$ cat config.mk
export PLATFORM = sky130hd
export DESIGN_NAME = dac_serial_mode_control_port
export DESIGN_NICKNAME = d
export VERILOG_FILES = /design/src/hdl/ctrl_port_pkg.sv /design/src/hdl/dac_serial_mode_control_port.sv
export SDC_FILE = /design/constraint.sdc
export NUM_CORES = 1
export LEC_CHECK = 0
export BUFFER_PORTS_ARGS = -buffer_cell sky130_fd_sc_hd__buf_4
export CORE_MARGIN = 8
export CORE_UTILIZATION = 50
export DETAILED_ROUTE_END_ITERATION = 8
export PLACE_DENSITY = 0.69
export SLEW_MARGIN = 15
export SYNTH_ARGS = -nofsm -noshare
export SYNTH_HDL_FRONTEND = slang
export SYNTH_SLANG_ARGS = --single-unit
$ cat constraint.sdc
create_clock -name clock -period 7 [get_ports clock]
set_input_delay 0.35 -clock clock [delete_from_list [all_inputs] [get_ports clock]]
set_output_delay 0.35 -clock clock [all_outputs]
set_load 0.03 [all_outputs]
$ cat src/hdl/ctrl_port_pkg.sv
// Constants, register layout and state type for the serial mode-control port.
// Assumes a single 50 MHz system clock; all pins arrive asynchronously.
package ctrl_port_pkg;

  // ----------------------------------------------------------------------
  // Frame layout
  // ----------------------------------------------------------------------
  localparam int FRAME_BITS = 16;
  localparam int DIR_POS = 15;
  localparam int IDX_MSB = 14;
  localparam int IDX_LSB = 8;
  localparam int DATA_MSB = 7;
  localparam int HIZ_BITS = 8;
  localparam logic [4:0] CNT_FULL = 5'h10;
  localparam logic [4:0] CNT_OVER = 5'h11;

  // ----------------------------------------------------------------------
  // Register indices
  // ----------------------------------------------------------------------
  localparam int NUM_CH = 6;
  localparam logic [6:0] IDX_RSVD_LOW = 7'h00;
  localparam logic [6:0] IDX_ATTEN_FIRST = 7'h01;
  localparam logic [6:0] IDX_ATTEN_LAST = 7'h06;
  localparam logic [6:0] IDX_LOAD_RATE_MUTE = 7'h07;
  localparam logic [6:0] IDX_CONV_ZERO = 7'h08;
  localparam logic [6:0] IDX_FMT_FLT_CLK = 7'h09;
  localparam logic [6:0] IDX_DEEMPH = 7'h0a;
  localparam logic [6:0] IDX_READBACK = 7'h0b;
  localparam logic [6:0] IDX_RSVD_HIGH = 7'h0c;

  // ----------------------------------------------------------------------
  // Field positions
  // ----------------------------------------------------------------------
  localparam int LOAD_EN_POS = 7;
  localparam int RAMP_RATE_POS = 6;
  localparam int ZERO_MUTE_POS = 6;
  localparam int FILTER_POS = 5;
  localparam int CLK_DIV_POS = 4;
  localparam int CLK_DIS_POS = 3;
  localparam int FMT_MSB = 2;
  localparam int DMF_MSB = 4;
  localparam int DMF_LSB = 3;
  localparam int DM_MSB = 2;
  localparam int SEQ_EN_POS = 7;
  localparam int RB_IDX_MSB = 6;

  // ----------------------------------------------------------------------
  // Reset values and writable-bit masks
  // ----------------------------------------------------------------------
  localparam logic [7:0] ATTEN_RESET = 8'hff;
  localparam logic [7:0] LOAD_RATE_MUTE_RESET = 8'h00;
  localparam logic [7:0] CONV_ZERO_RESET = 8'h00;
  localparam logic [7:0] FMT_FLT_CLK_RESET = 8'h00;
  localparam logic [7:0] DEEMPH_RESET = 8'h00;
  localparam logic [7:0] READBACK_RESET = 8'h01;
  localparam logic [7:0] CONV_ZERO_MASK = 8'h7f;
  localparam logic [7:0] FMT_FLT_CLK_MASK = 8'h3f;
  localparam logic [7:0] DEEMPH_MASK = 8'h1f;
  localparam logic [7:0] MUTE_LIMIT = 8'h80;

  // ----------------------------------------------------------------------
  // Timing
  // ----------------------------------------------------------------------
  localparam int INIT_CYCLES = 1024;

  // ----------------------------------------------------------------------
  // State
  // ----------------------------------------------------------------------
  typedef struct packed {
    logic sck_m, sck_s, sck_d;
    logic lat_m, lat_s, lat_d;
    logic din_m, din_s;
    logic [10:0] init_cnt;
    logic ready;
    logic [4:0] cnt;
    logic [15:0] sh;
    logic is_read;
    logic seq;
    logic [6:0] last_idx;
    logic [6:0] cur_idx;
    logic [2:0] ocnt;
    logic done;
    logic sdo;
    logic oe_n;
    logic [NUM_CH-1:0][7:0] atten;
    logic [NUM_CH-1:0][7:0] eff;
    logic [NUM_CH-1:0] mute;
    logic [7:0] r7, r8, r9, r10, r11;
  } port_state_t;

endpackage

$ cat src/hdl/dac_serial_mode_control_port.sv
// Serial mode-control port with its mode-register bank.
// Assumes strobe, bit clock and serial input come from a host on another clock;
// the output enable pin is resolved outside.
`timescale 1ns/1ps

// Operation
// - Sixteen-bit command word, most significant bit first
// - Bit fifteen zero writes, one reads
// - Bits 14..8 index, bits 7..0 payload
// - Strobe rise after sixteen bits commits payload
// - Reads use readback index, not command index
// - Single read: eight clocks idle, eight data
// - Sequential read returns registers one through N
// - Sequential read starts at next strobe fall
// - Input after command ignored while strobe low
// - Sequential: eight idle clocks, then bytes 1..N
// - Reset: readback index one, sequential off
// - Reset: all function bits at defaults
// - Attenuation bytes reset to all ones
// - Byte 129..255 half-dB steps, else mute
// - Shared load enable gates attenuation changes
// - Port runs only from its own bit clock; here the bit clock is sampled on the system clock
// - Init 1024 clocks, then load defaults
// - Clearing load enable discards attenuator data
module dac_serial_mode_control_port
  import ctrl_port_pkg::*;
#(
  parameter int INIT_LEN = INIT_CYCLES
) (
  input wire logic clock,
  input wire logic sys_rst,
  input wire logic clk_en,
  input wire logic frame_latch_strobe,
  input wire logic ctrl_bit_clock,
  input wire logic ctrl_serial_in,
  output logic ctrl_serial_out,
  output logic ctrl_serial_out_oe_n,
  output logic ctrl_ready,
  output logic [NUM_CH-1:0][7:0] atten_level_byte,
  output logic [NUM_CH-1:0] atten_mute,
  output logic atten_load_enable,
  output logic atten_ramp_rate,
  output logic [NUM_CH-1:0] soft_mute_bit,
  output logic zero_detect_mute_enable,
  output logic [NUM_CH-1:0] converter_disable_bit,
  output logic [2:0] audio_format_select,
  output logic filter_rolloff_select,
  output logic clock_out_divide,
  output logic clock_out_disable,
  output logic [1:0] deemph_rate_select,
  output logic [2:0] deemph_enable
);

  // ----------------------------------------------------------------------
  // Register readback decode
  // ----------------------------------------------------------------------
  function automatic logic [7:0] read_reg(input port_state_t s, input logic [6:0] idx);
    logic [7:0] v;
    v = 8'h00;
    if (idx >= IDX_ATTEN_FIRST && idx <= IDX_ATTEN_LAST) begin
      v = s.atten[3'(idx - IDX_ATTEN_FIRST)];
    end else if (idx == IDX_LOAD_RATE_MUTE) begin
      v = s.r7;
    end else if (idx == IDX_CONV_ZERO) begin
      v = s.r8;
    end else if (idx == IDX_FMT_FLT_CLK) begin
      v = s.r9;
    end else if (idx == IDX_DEEMPH) begin
      v = s.r10;
    end else if (idx == IDX_READBACK) begin
      v = s.r11;
    end
    return v;
  endfunction

  // ----------------------------------------------------------------------
  // State
  // ----------------------------------------------------------------------
  port_state_t st_r;
  port_state_t st_nxt;
  logic sck_rise;
  logic sck_fall;
  logic lat_fall;
  logic lat_rise;
  logic [7:0] rd_byte;
  logic [6:0] wr_idx;
  logic [7:0] wr_data;

  assign sck_rise = st_r.sck_s & ~st_r.sck_d;
  assign sck_fall = ~st_r.sck_s & st_r.sck_d;
  assign lat_fall = ~st_r.lat_s & st_r.lat_d;
  assign lat_rise = st_r.lat_s & ~st_r.lat_d;
  assign rd_byte = read_reg(st_r, st_r.cur_idx);
  assign wr_idx = st_r.sh[IDX_MSB:IDX_LSB];
  assign wr_data = st_r.sh[DATA_MSB:0];

  // ----------------------------------------------------------------------
  // Next-state logic
  // ----------------------------------------------------------------------
  always_comb begin
    st_nxt = st_r;
    // Pins pass two flops before use; edges compare the second with a third delayed copy
    st_nxt.sck_m = ctrl_bit_clock;
    st_nxt.sck_s = st_r.sck_m;
    st_nxt.sck_d = st_r.sck_s;
    st_nxt.lat_m = frame_latch_strobe;
    st_nxt.lat_s = st_r.lat_m;
    st_nxt.lat_d = st_r.lat_s;
    st_nxt.din_m = ctrl_serial_in;
    st_nxt.din_s = st_r.din_m;

    if (!st_r.ready) begin
      // Port is deaf during initialisation, then defaults are loaded
      if (st_r.init_cnt == 11'(INIT_LEN - 1)) begin
        st_nxt.ready = 1'b1;
        st_nxt.atten = {NUM_CH{ATTEN_RESET}};
        st_nxt.eff = {NUM_CH{ATTEN_RESET}};
        st_nxt.r7 = LOAD_RATE_MUTE_RESET;
        st_nxt.r8 = CONV_ZERO_RESET;
        st_nxt.r9 = FMT_FLT_CLK_RESET;
        st_nxt.r10 = DEEMPH_RESET;
        st_nxt.r11 = READBACK_RESET;
      end else begin
        st_nxt.init_cnt = st_r.init_cnt + 11'h001;
      end
    end else begin
      if (lat_fall) begin
        // New frame; read source fixed from readback control now
        st_nxt.cnt = 5'h00;
        st_nxt.is_read = 1'b0;
        st_nxt.done = 1'b0;
        st_nxt.ocnt = 3'h0;
        st_nxt.oe_n = 1'b1;
        st_nxt.seq = st_r.r11[SEQ_EN_POS];
        st_nxt.last_idx = st_r.r11[RB_IDX_MSB:0];
        st_nxt.cur_idx = st_r.r11[SEQ_EN_POS] ? IDX_ATTEN_FIRST : st_r.r11[RB_IDX_MSB:0];
      end else if (lat_rise) begin
        st_nxt.oe_n = 1'b1;
        st_nxt.done = 1'b1;
        // Commit only a write of exactly sixteen bits
        if (!st_r.is_read && st_r.cnt == CNT_FULL) begin
          if (wr_idx >= IDX_ATTEN_FIRST && wr_idx <= IDX_ATTEN_LAST) begin
            st_nxt.atten[3'(wr_idx - IDX_ATTEN_FIRST)] = wr_data;
          end else if (wr_idx == IDX_LOAD_RATE_MUTE) begin
            st_nxt.r7 = wr_data;
          end else if (wr_idx == IDX_CONV_ZERO) begin
            st_nxt.r8 = wr_data & CONV_ZERO_MASK;
          end else if (wr_idx == IDX_FMT_FLT_CLK) begin
            st_nxt.r9 = wr_data & FMT_FLT_CLK_MASK;
          end else if (wr_idx == IDX_DEEMPH) begin
            st_nxt.r10 = wr_data & DEEMPH_MASK;
          end else if (wr_idx == IDX_READBACK) begin
            st_nxt.r11 = wr_data;
          end
        end
      end else if (!st_r.lat_s) begin
        if (sck_rise) begin
          // Sample on rising edge; bits past the command are dropped
          if (st_r.cnt < CNT_FULL) begin
            st_nxt.sh = {st_r.sh[14:0], st_r.din_s};
            st_nxt.cnt = st_r.cnt + 5'h01;
            if (st_r.cnt == 5'h00) begin
              st_nxt.is_read = st_r.din_s;
            end
          end else if (!st_r.is_read) begin
            st_nxt.cnt = CNT_OVER;
          end
        end else if (sck_fall) begin
          // Output changes on falling edge after the eighth bit
          if (st_r.is_read && st_r.cnt >= 5'(HIZ_BITS) && !st_r.done) begin
            st_nxt.oe_n = 1'b0;
            st_nxt.sdo = rd_byte[3'(7 - st_r.ocnt)];
            st_nxt.ocnt = st_r.ocnt + 3'h1;
            if (st_r.ocnt == 3'h7) begin
              if (!st_r.seq || st_r.cur_idx >= st_r.last_idx) begin
                st_nxt.done = 1'b1;
              end else begin
                st_nxt.cur_idx = st_r.cur_idx + 7'h01;
              end
            end
          end else begin
            st_nxt.oe_n = 1'b1;
          end
        end
      end
    end

    // Attenuators follow the level bytes only while loading is enabled
    for (int i = 0; i < NUM_CH; i++) begin
      if (st_r.r7[LOAD_EN_POS]) begin
        st_nxt.eff[i] = st_r.atten[i];
      end else begin
        st_nxt.eff[i] = ATTEN_RESET;
      end
      st_nxt.mute[i] = (st_r.eff[i] <= MUTE_LIMIT);
    end
  end

  // ----------------------------------------------------------------------
  // State register
  // ----------------------------------------------------------------------
  always_ff @(posedge clock or posedge sys_rst) begin
    if (sys_rst) begin
      st_r <= '{sck_m: 1'b0, sck_s: 1'b0, sck_d: 1'b0, lat_m: 1'b1, lat_s: 1'b1, lat_d: 1'b1,
                din_m: 1'b0, din_s: 1'b0, init_cnt: 11'h000, ready: 1'b0, cnt: 5'h00, sh: 16'h0000,
                is_read: 1'b0, seq: 1'b0, last_idx: 7'h00, cur_idx: 7'h00, ocnt: 3'h0, done: 1'b1,
                sdo: 1'b0, oe_n: 1'b1, atten: {NUM_CH{ATTEN_RESET}}, eff: {NUM_CH{ATTEN_RESET}},
                mute: '0, r7: LOAD_RATE_MUTE_RESET, r8: CONV_ZERO_RESET, r9: FMT_FLT_CLK_RESET,
                r10: DEEMPH_RESET, r11: READBACK_RESET};
    end else if (clk_en) begin
      st_r <= st_nxt;
    end
  end

  // ----------------------------------------------------------------------
  // Outputs
  // ----------------------------------------------------------------------
  assign ctrl_serial_out = st_r.sdo;
  assign ctrl_serial_out_oe_n = st_r.oe_n;
  assign ctrl_ready = st_r.ready;
  assign atten_level_byte = st_r.eff;
  assign atten_mute = st_r.mute;
  assign atten_load_enable = st_r.r7[LOAD_EN_POS];
  assign atten_ramp_rate = st_r.r7[RAMP_RATE_POS];
  assign soft_mute_bit = st_r.r7[NUM_CH-1:0];
  assign zero_detect_mute_enable = st_r.r8[ZERO_MUTE_POS];
  assign converter_disable_bit = st_r.r8[NUM_CH-1:0];
  assign audio_format_select = st_r.r9[FMT_MSB:0];
  assign filter_rolloff_select = st_r.r9[FILTER_POS];
  assign clock_out_divide = st_r.r9[CLK_DIV_POS];
  assign clock_out_disable = st_r.r9[CLK_DIS_POS];
  assign deemph_rate_select = st_r.r10[DMF_MSB:DMF_LSB];
  assign deemph_enable = st_r.r10[DM_MSB:0];
endmodule // dac_serial_mode_control_port

* Word level (Yosys, flattened, before mapping)
Index checks and enable logic that the tools add are counted.
Cells by class: add/sub/neg operators 7, $lt $le $gt $ge 17, equality and inequality tests 34, mux-type cells 66, bitwise logic cells 13, reduce and logical (&&, ||, !) cells 38
Operators with widths (number):
- $mux W40 | 6
- $mux W48 | 5
- $mux W8 | 20
- $mux W96 | 1
- $mux W22 | 3
- $eq A7 B4 Y1 const B | 8
- $bwmux W48 | 1
- $le A8 B8 Y1 const B | 6
- $mux W13 | 3
- $mux W32 | 1
- $reduce_and A7 Y1 | 4
- $bmux W8 S3 | 1
- $demux W8 S3 | 1
- $mux W24 | 1
- $reduce_and A8 Y1 | 3
- $mux W7 | 3
- $ne A2 B1 Y1 const B | 10
- $reduce_and A9 Y1 | 2
- $mux W17 | 1
- $mux W16 | 1
- $ne A2 B2 Y1 const B | 8
- $mux W5 | 3
- $eq A7 B3 Y1 const B | 2
- $ge A7 B1 Y1 const B | 2
- other kinds (34) | 79
Storage, ports and cells: register bits 205, input port bits 6, output and inout port bits 83, word-level logic and storage cells 213

* Longest topological paths before layout
depth after elaboration 15, depth in mapped cells 13, mapped depth without buffers 9

* Worst setup path after synthesis
OpenSTA, ideal clock, no wires.
path type reg2reg, start point register st_r[148] (netlist name), end point register st_r, in the netlist ctrl_serial_out, setup time 0.133 ns, arrival 2.709 ns, data required time 6.867 ns, path slack 4.159 ns, cell stages (with the launch flop) 13, buffers on the path 3, clock period less this slack 2.841 ns, cells stage by stage dfrtp_1 buf_2 buf_2 inv_1 ha_1 clkbuf_1 mux4_2 nand2_1 o21ai_0 o211ai_1 a31oi_1 o32ai_1 a21boi_0
Between the ends: longest elaborated chain between the ends 9, elaborated cells between the ends (all ways) 19, classes of those cells add/sub (1); order compare (2); eq/ne (5); mux (10); reduce/logical (1)
RTL lines:
- start, declared | line dac_serial_mode_control_port.sv:79 | port_state_t st_r;
- start signal, assigned | line dac_serial_mode_control_port.sv:204 | st_r <= '{sck_m: 1'b0, sck_s: 1'b0, sck_d: 1'b0, lat_m: 1'b1, lat_s: 1'b1, lat_d: 1'b1,
- start signal, assigned | line dac_serial_mode_control_port.sv:211 | st_r <= st_nxt;
- $eq A7 B4 Y1 | line dac_serial_mode_control_port.sv:70 | end else if (idx == IDX_READBACK) begin
- $mux W8 | line dac_serial_mode_control_port.sv:70
- $mux W8 | line dac_serial_mode_control_port.sv:68 | end else if (idx == IDX_DEEMPH) begin
- $mux W8 | line dac_serial_mode_control_port.sv:66 | end else if (idx == IDX_FMT_FLT_CLK) begin
- $mux W8 | line dac_serial_mode_control_port.sv:64 | end else if (idx == IDX_CONV_ZERO) begin
- $mux W8 | line dac_serial_mode_control_port.sv:62 | end else if (idx == IDX_LOAD_RATE_MUTE) begin
- $mux W8 * | line dac_serial_mode_control_port.sv:60 | if (idx >= IDX_ATTEN_FIRST && idx <= IDX_ATTEN_LAST) begin
- $bmux W1 S3 * | line dac_serial_mode_control_port.sv:172 | st_nxt.sdo = rd_byte[3'(7 - st_r.ocnt)];
- $mux W1 (implied by the code) * | line dac_serial_mode_control_port.sv:172
Every way passes the cells marked *; elsewhere a longest branch is shown, timed or not. The select of a mux whose other input is x is not followed. A chain may end at the register's enable or synchronous reset.

* Worst setup path in the final report
start point register st_r[186] (netlist name), end point register st_r[94] (netlist name)
Between the ends: longest elaborated chain between the ends 3
RTL lines:
- $eq A11 B10 Y1 | line dac_serial_mode_control_port.sv:114 | if (st_r.init_cnt == 11'(INIT_LEN - 1)) begin
- $reduce_bool A2 Y1 (no source line)
- $reduce_and A6 Y1 (no source line)
No other way between the ends.

==> impl_results.md <==
- Die X-Extent: 160 µm
- GP Congestion: 0.831
- CP endpoint kind: register
- Dpl ws: 3710 ps
- Core outline area: between 0.02 and 0.025 mm²
- CP Launch Type: register
- Post-synthesis adder-cell area fraction: 2.89%
- Initial antenna violation count: 1
- Max-Cap Viols: 0
- Power density over cell area: 256 mW/mm²
- Synth Warn #: 0
- Total die area: 0.0257 mm²
- Post-synth top flop: dfstp_2
- Post-synthesis xor/xnor area fraction: 0.926%
- Fmax: 326 MHz
- Largest net degree at the start of global routing: 121
- Clk buf depth: 2
- Detailed Place HPWL: 16900 µm
- Die Y: 160 µm
- Port Buf Inserts: 88
- Hold_buf cts: 0
- TritonCTS clock tree: yes
- Gate Count Post-Synth: 930
- Final #Nets: 945
- First-pass GRT wire length: 38400 µm
- Root Buffer: clkbuf_16
- Fill count: between 1.5k and 2k
- PostCTS Resize Cnt: 0
- VDD IR max: 166 µV
- Final Setup Violations: 0
- CP arrival: ~3400 ps
- RSZ-0062 raised after global routing: false
- Tcrit/Tclk final: ~44%
- DRT Wirelength: roughly 24000 µm
- HP Class: in -> async
- Vias in the first global route: around 6.8k
- Share of cells above drive strength 1: a little over a third
- Post-route minimum period: a little over 3000 ps
- Syn_area_per_cell: 11.2 µm²
- Initial Utilization: 51.2%
- Clock transition at path regs: 70 ps
- Postcts setup bufs: 0
- Status: completed
- Register area: between 0.005 and 0.006 mm²
- Leak: 4.78 nW
- Post-synthesis simple-gate area fraction: 9.65%
- Setup TNS: 0 ps
- Area grow syn2layout: 8.04%
- Routed WL per cell: 20.3 µm
- Multi-input logic area: 0.00439 mm²
- Slew headroom: 27.8%
- R2R Setup Slk: 3930 ps
- H-tree Lvls: 4
- Number of synthesized register bits: 198
- Clock Latency Late Sink: 440 ps
- Worst-margin pin slew: 1080 ps
- IO Count: 89
- # diodes: 0
- Total congestion overflow: 0
- Register area share after synthesis: between 40% and 50%
- # DRC: 0
- Via count: between 7k and 8k
- Hold Violations, Final: 0
- Mux contribution to synthesized area: 14.3%
- EDFF count, synth: 0
- Crit path launch: st_r[186]
- Synthesized cell area: 0.0104 mm²
- Largest family of logic cells by synthesized area: compound AO/OA/AOI/OAI gates
- FFs w/ async S/R, synth: 100%
- Post-DRT Antenna Nets: 0
- DR iter-0 viols: between 500 and 600
- Post-synthesis cell type count: between 60 and 70
- Sequential power share: 44.2%
- Vias per inst: 5.85
- Internal power: a little under 0.002 W
- Syn nets: 960
- Critical Path RT: 7370 ps
- Final worst setup slack: ~4000 ps
- Synth Area in Compound Gates: 14.4%
- Max Slew Vio Count: 0
- Critical path peak fanout: 49
- Combinational share of power: 20.4%
- Row Count: 52
- Num CTS Buffers: 17
- Setup CP Type: reg -> reg
- Sw Ratio: 31.4%
- Reg-to-Reg Start: st_r[186]
- Initial DRT Pass Iterations: 5
- Clk network pwr share: 35.4%
- Net Switching: 0.000902 W
- Final Skew: 11.9 ps
- # clock sinks: 198
- All-Layer GR Usage: 18.7%
## cells in the mapped netlist, drive strengths merged, types with 3 or more instances
cell type	instances	area share, %
dfstp	102	26
dfrtp	96	23
mux2	96	11
o21ai	92	4.4
buf	91	6.6
nand2	59	2.1
o22a	49	4.1
clkbuf	36	1.3
nor2	36	1.3
inv	31	1.1
ha	24	2.9
nand3	22	1.1
a21o	14	1.0
mux2i	14	1.3
nor3	14	0.67
a21oi	13	0.63
nor4	11	0.66
a31oi	10	0.60
a211oi	9	0.65
and2	9	0.55
mux4	9	1.9
xnor2	8	0.67
and3	7	0.42
nand2b	6	0.36
a32oi	5	0.42
nand3b	5	0.36
nand4	5	0.30
nor2b	5	0.30
a22o	4	0.34
a211o	3	0.25
a32o	3	0.29
and3b	3	0.25
nand4b	3	0.25
nor3b	3	0.22
o211ai	3	0.22
or4	3	0.22
xor2	3	0.25
## layer usage
metal,up-vias,track usage [%],routed length [µm]
li1,3258,-,-
met5,-,0,0
met2,172,30.2,11700
met1,3557,25.1,11200
met4,0,4.16,303
met3,25,4.42,1100
## power by group through the flow
stage          Combinational (W)  Sequential [W]  Clock [W]
2_1_floorplan           0.000438         0.00127          0
3_3_place_gp            0.000575         0.00129          0
3_5_place_dp            0.000579         0.00129          0
4_1_cts                 0.000584         0.00127    0.00104
5_1_grt                 0.000642         0.00128    0.00108
6_report                0.000588         0.00127    0.00102
## worst paths after layout
| check | endpoint | cells past startpoint |
|---|---|---|
| worst max-delay path | st_r[94] | 8 |
| worst min-delay path | atten_mute[1] | 2 |
| worst max register to register | st_r[94] | 8 |
| worst min register to register | st_r[195] | 1 |
| max in group asynchronous | st_nxt[202] | 3 |
| min in group clock | st_nxt[197] | 2 |
## state kept, by name, indices dropped and copies added, names as in the netlist
name                     flops
st_nxt                       5
atten_ramp_rate              1
audio_format_select          3
converter_disable_bit        6
clock_out_disable            1
clock_out_divide             1
filter_rolloff_select        1
deemph_enable                3
zero_detect_mute_enable      1
atten_mute                   6
atten_level_byte            48
atten_load_enable            1
soft_mute_bit                6
ctrl_serial_out              1
ctrl_ready                   1
st_r                       110
deemph_rate_select           2
ctrl_serial_out_oe_n         1
## worst max-delay path, stage by stage, from the launching register on
cell and delay (ps):
dfrtp_1 380, ha_1 230, inv_1 50, nor4_1 560, nand2_2 580, o21ai_0 250
nand2_1 230, a21o_1 380, mux2_2 320
## metrics by stage
stage	instance area, µm²	util, %	power (W)	hold slack [ps]	std cells
final	11200	55.4	0.00287	96.5	1198
after global routing	11200	55.4	0.00300	138	1198
after CTS	11200	55.3	0.00289	115	1198
after detailed placement	10600	52.3	0.00187	471	1166
after global placement	10600	52.3	0.00186	467	1166
after floorplan	10400	-	0.00171	442	930
## cell families (layout without fill, tap and decap cells)
logic type               after synthesis  after routing
AO/OA/AOI/OAI                        221            221
AND/OR/NAND/NOR                      199            199
flip-flops                           198            198
buffers and inverters                158            156
multiplexers                         119            119
adder cells (fa/ha/maj)               24             24
XOR/XNOR                              11             11
## cell type report
class	instances	share of cell area (%)
Timing Repair Buffer	93	6.21
Multi-Input combinational cell	574	39.0
Tap cell	270	3.01
Inverter	31	1.10
Sequential cell	198	45.2
Clock buffer	21	4.20
Clock inverter	11	1.21
## placed cells by master, fill, tap and decap left out, types with 14 or more instances in the layout
cell       instances
nand2_1           58
mux2i_1           14
nand3_1           22
ha_1              24
mux2_2            80
nor2_1            36
clkbuf_16         18
dfrtp_1           96
o21ai_0           91
dfstp_2          102
buf_4             93
inv_1             29
o22a_1            49
mux2_4            16
No activity file was read; power rests on OpenSTA's default activity.
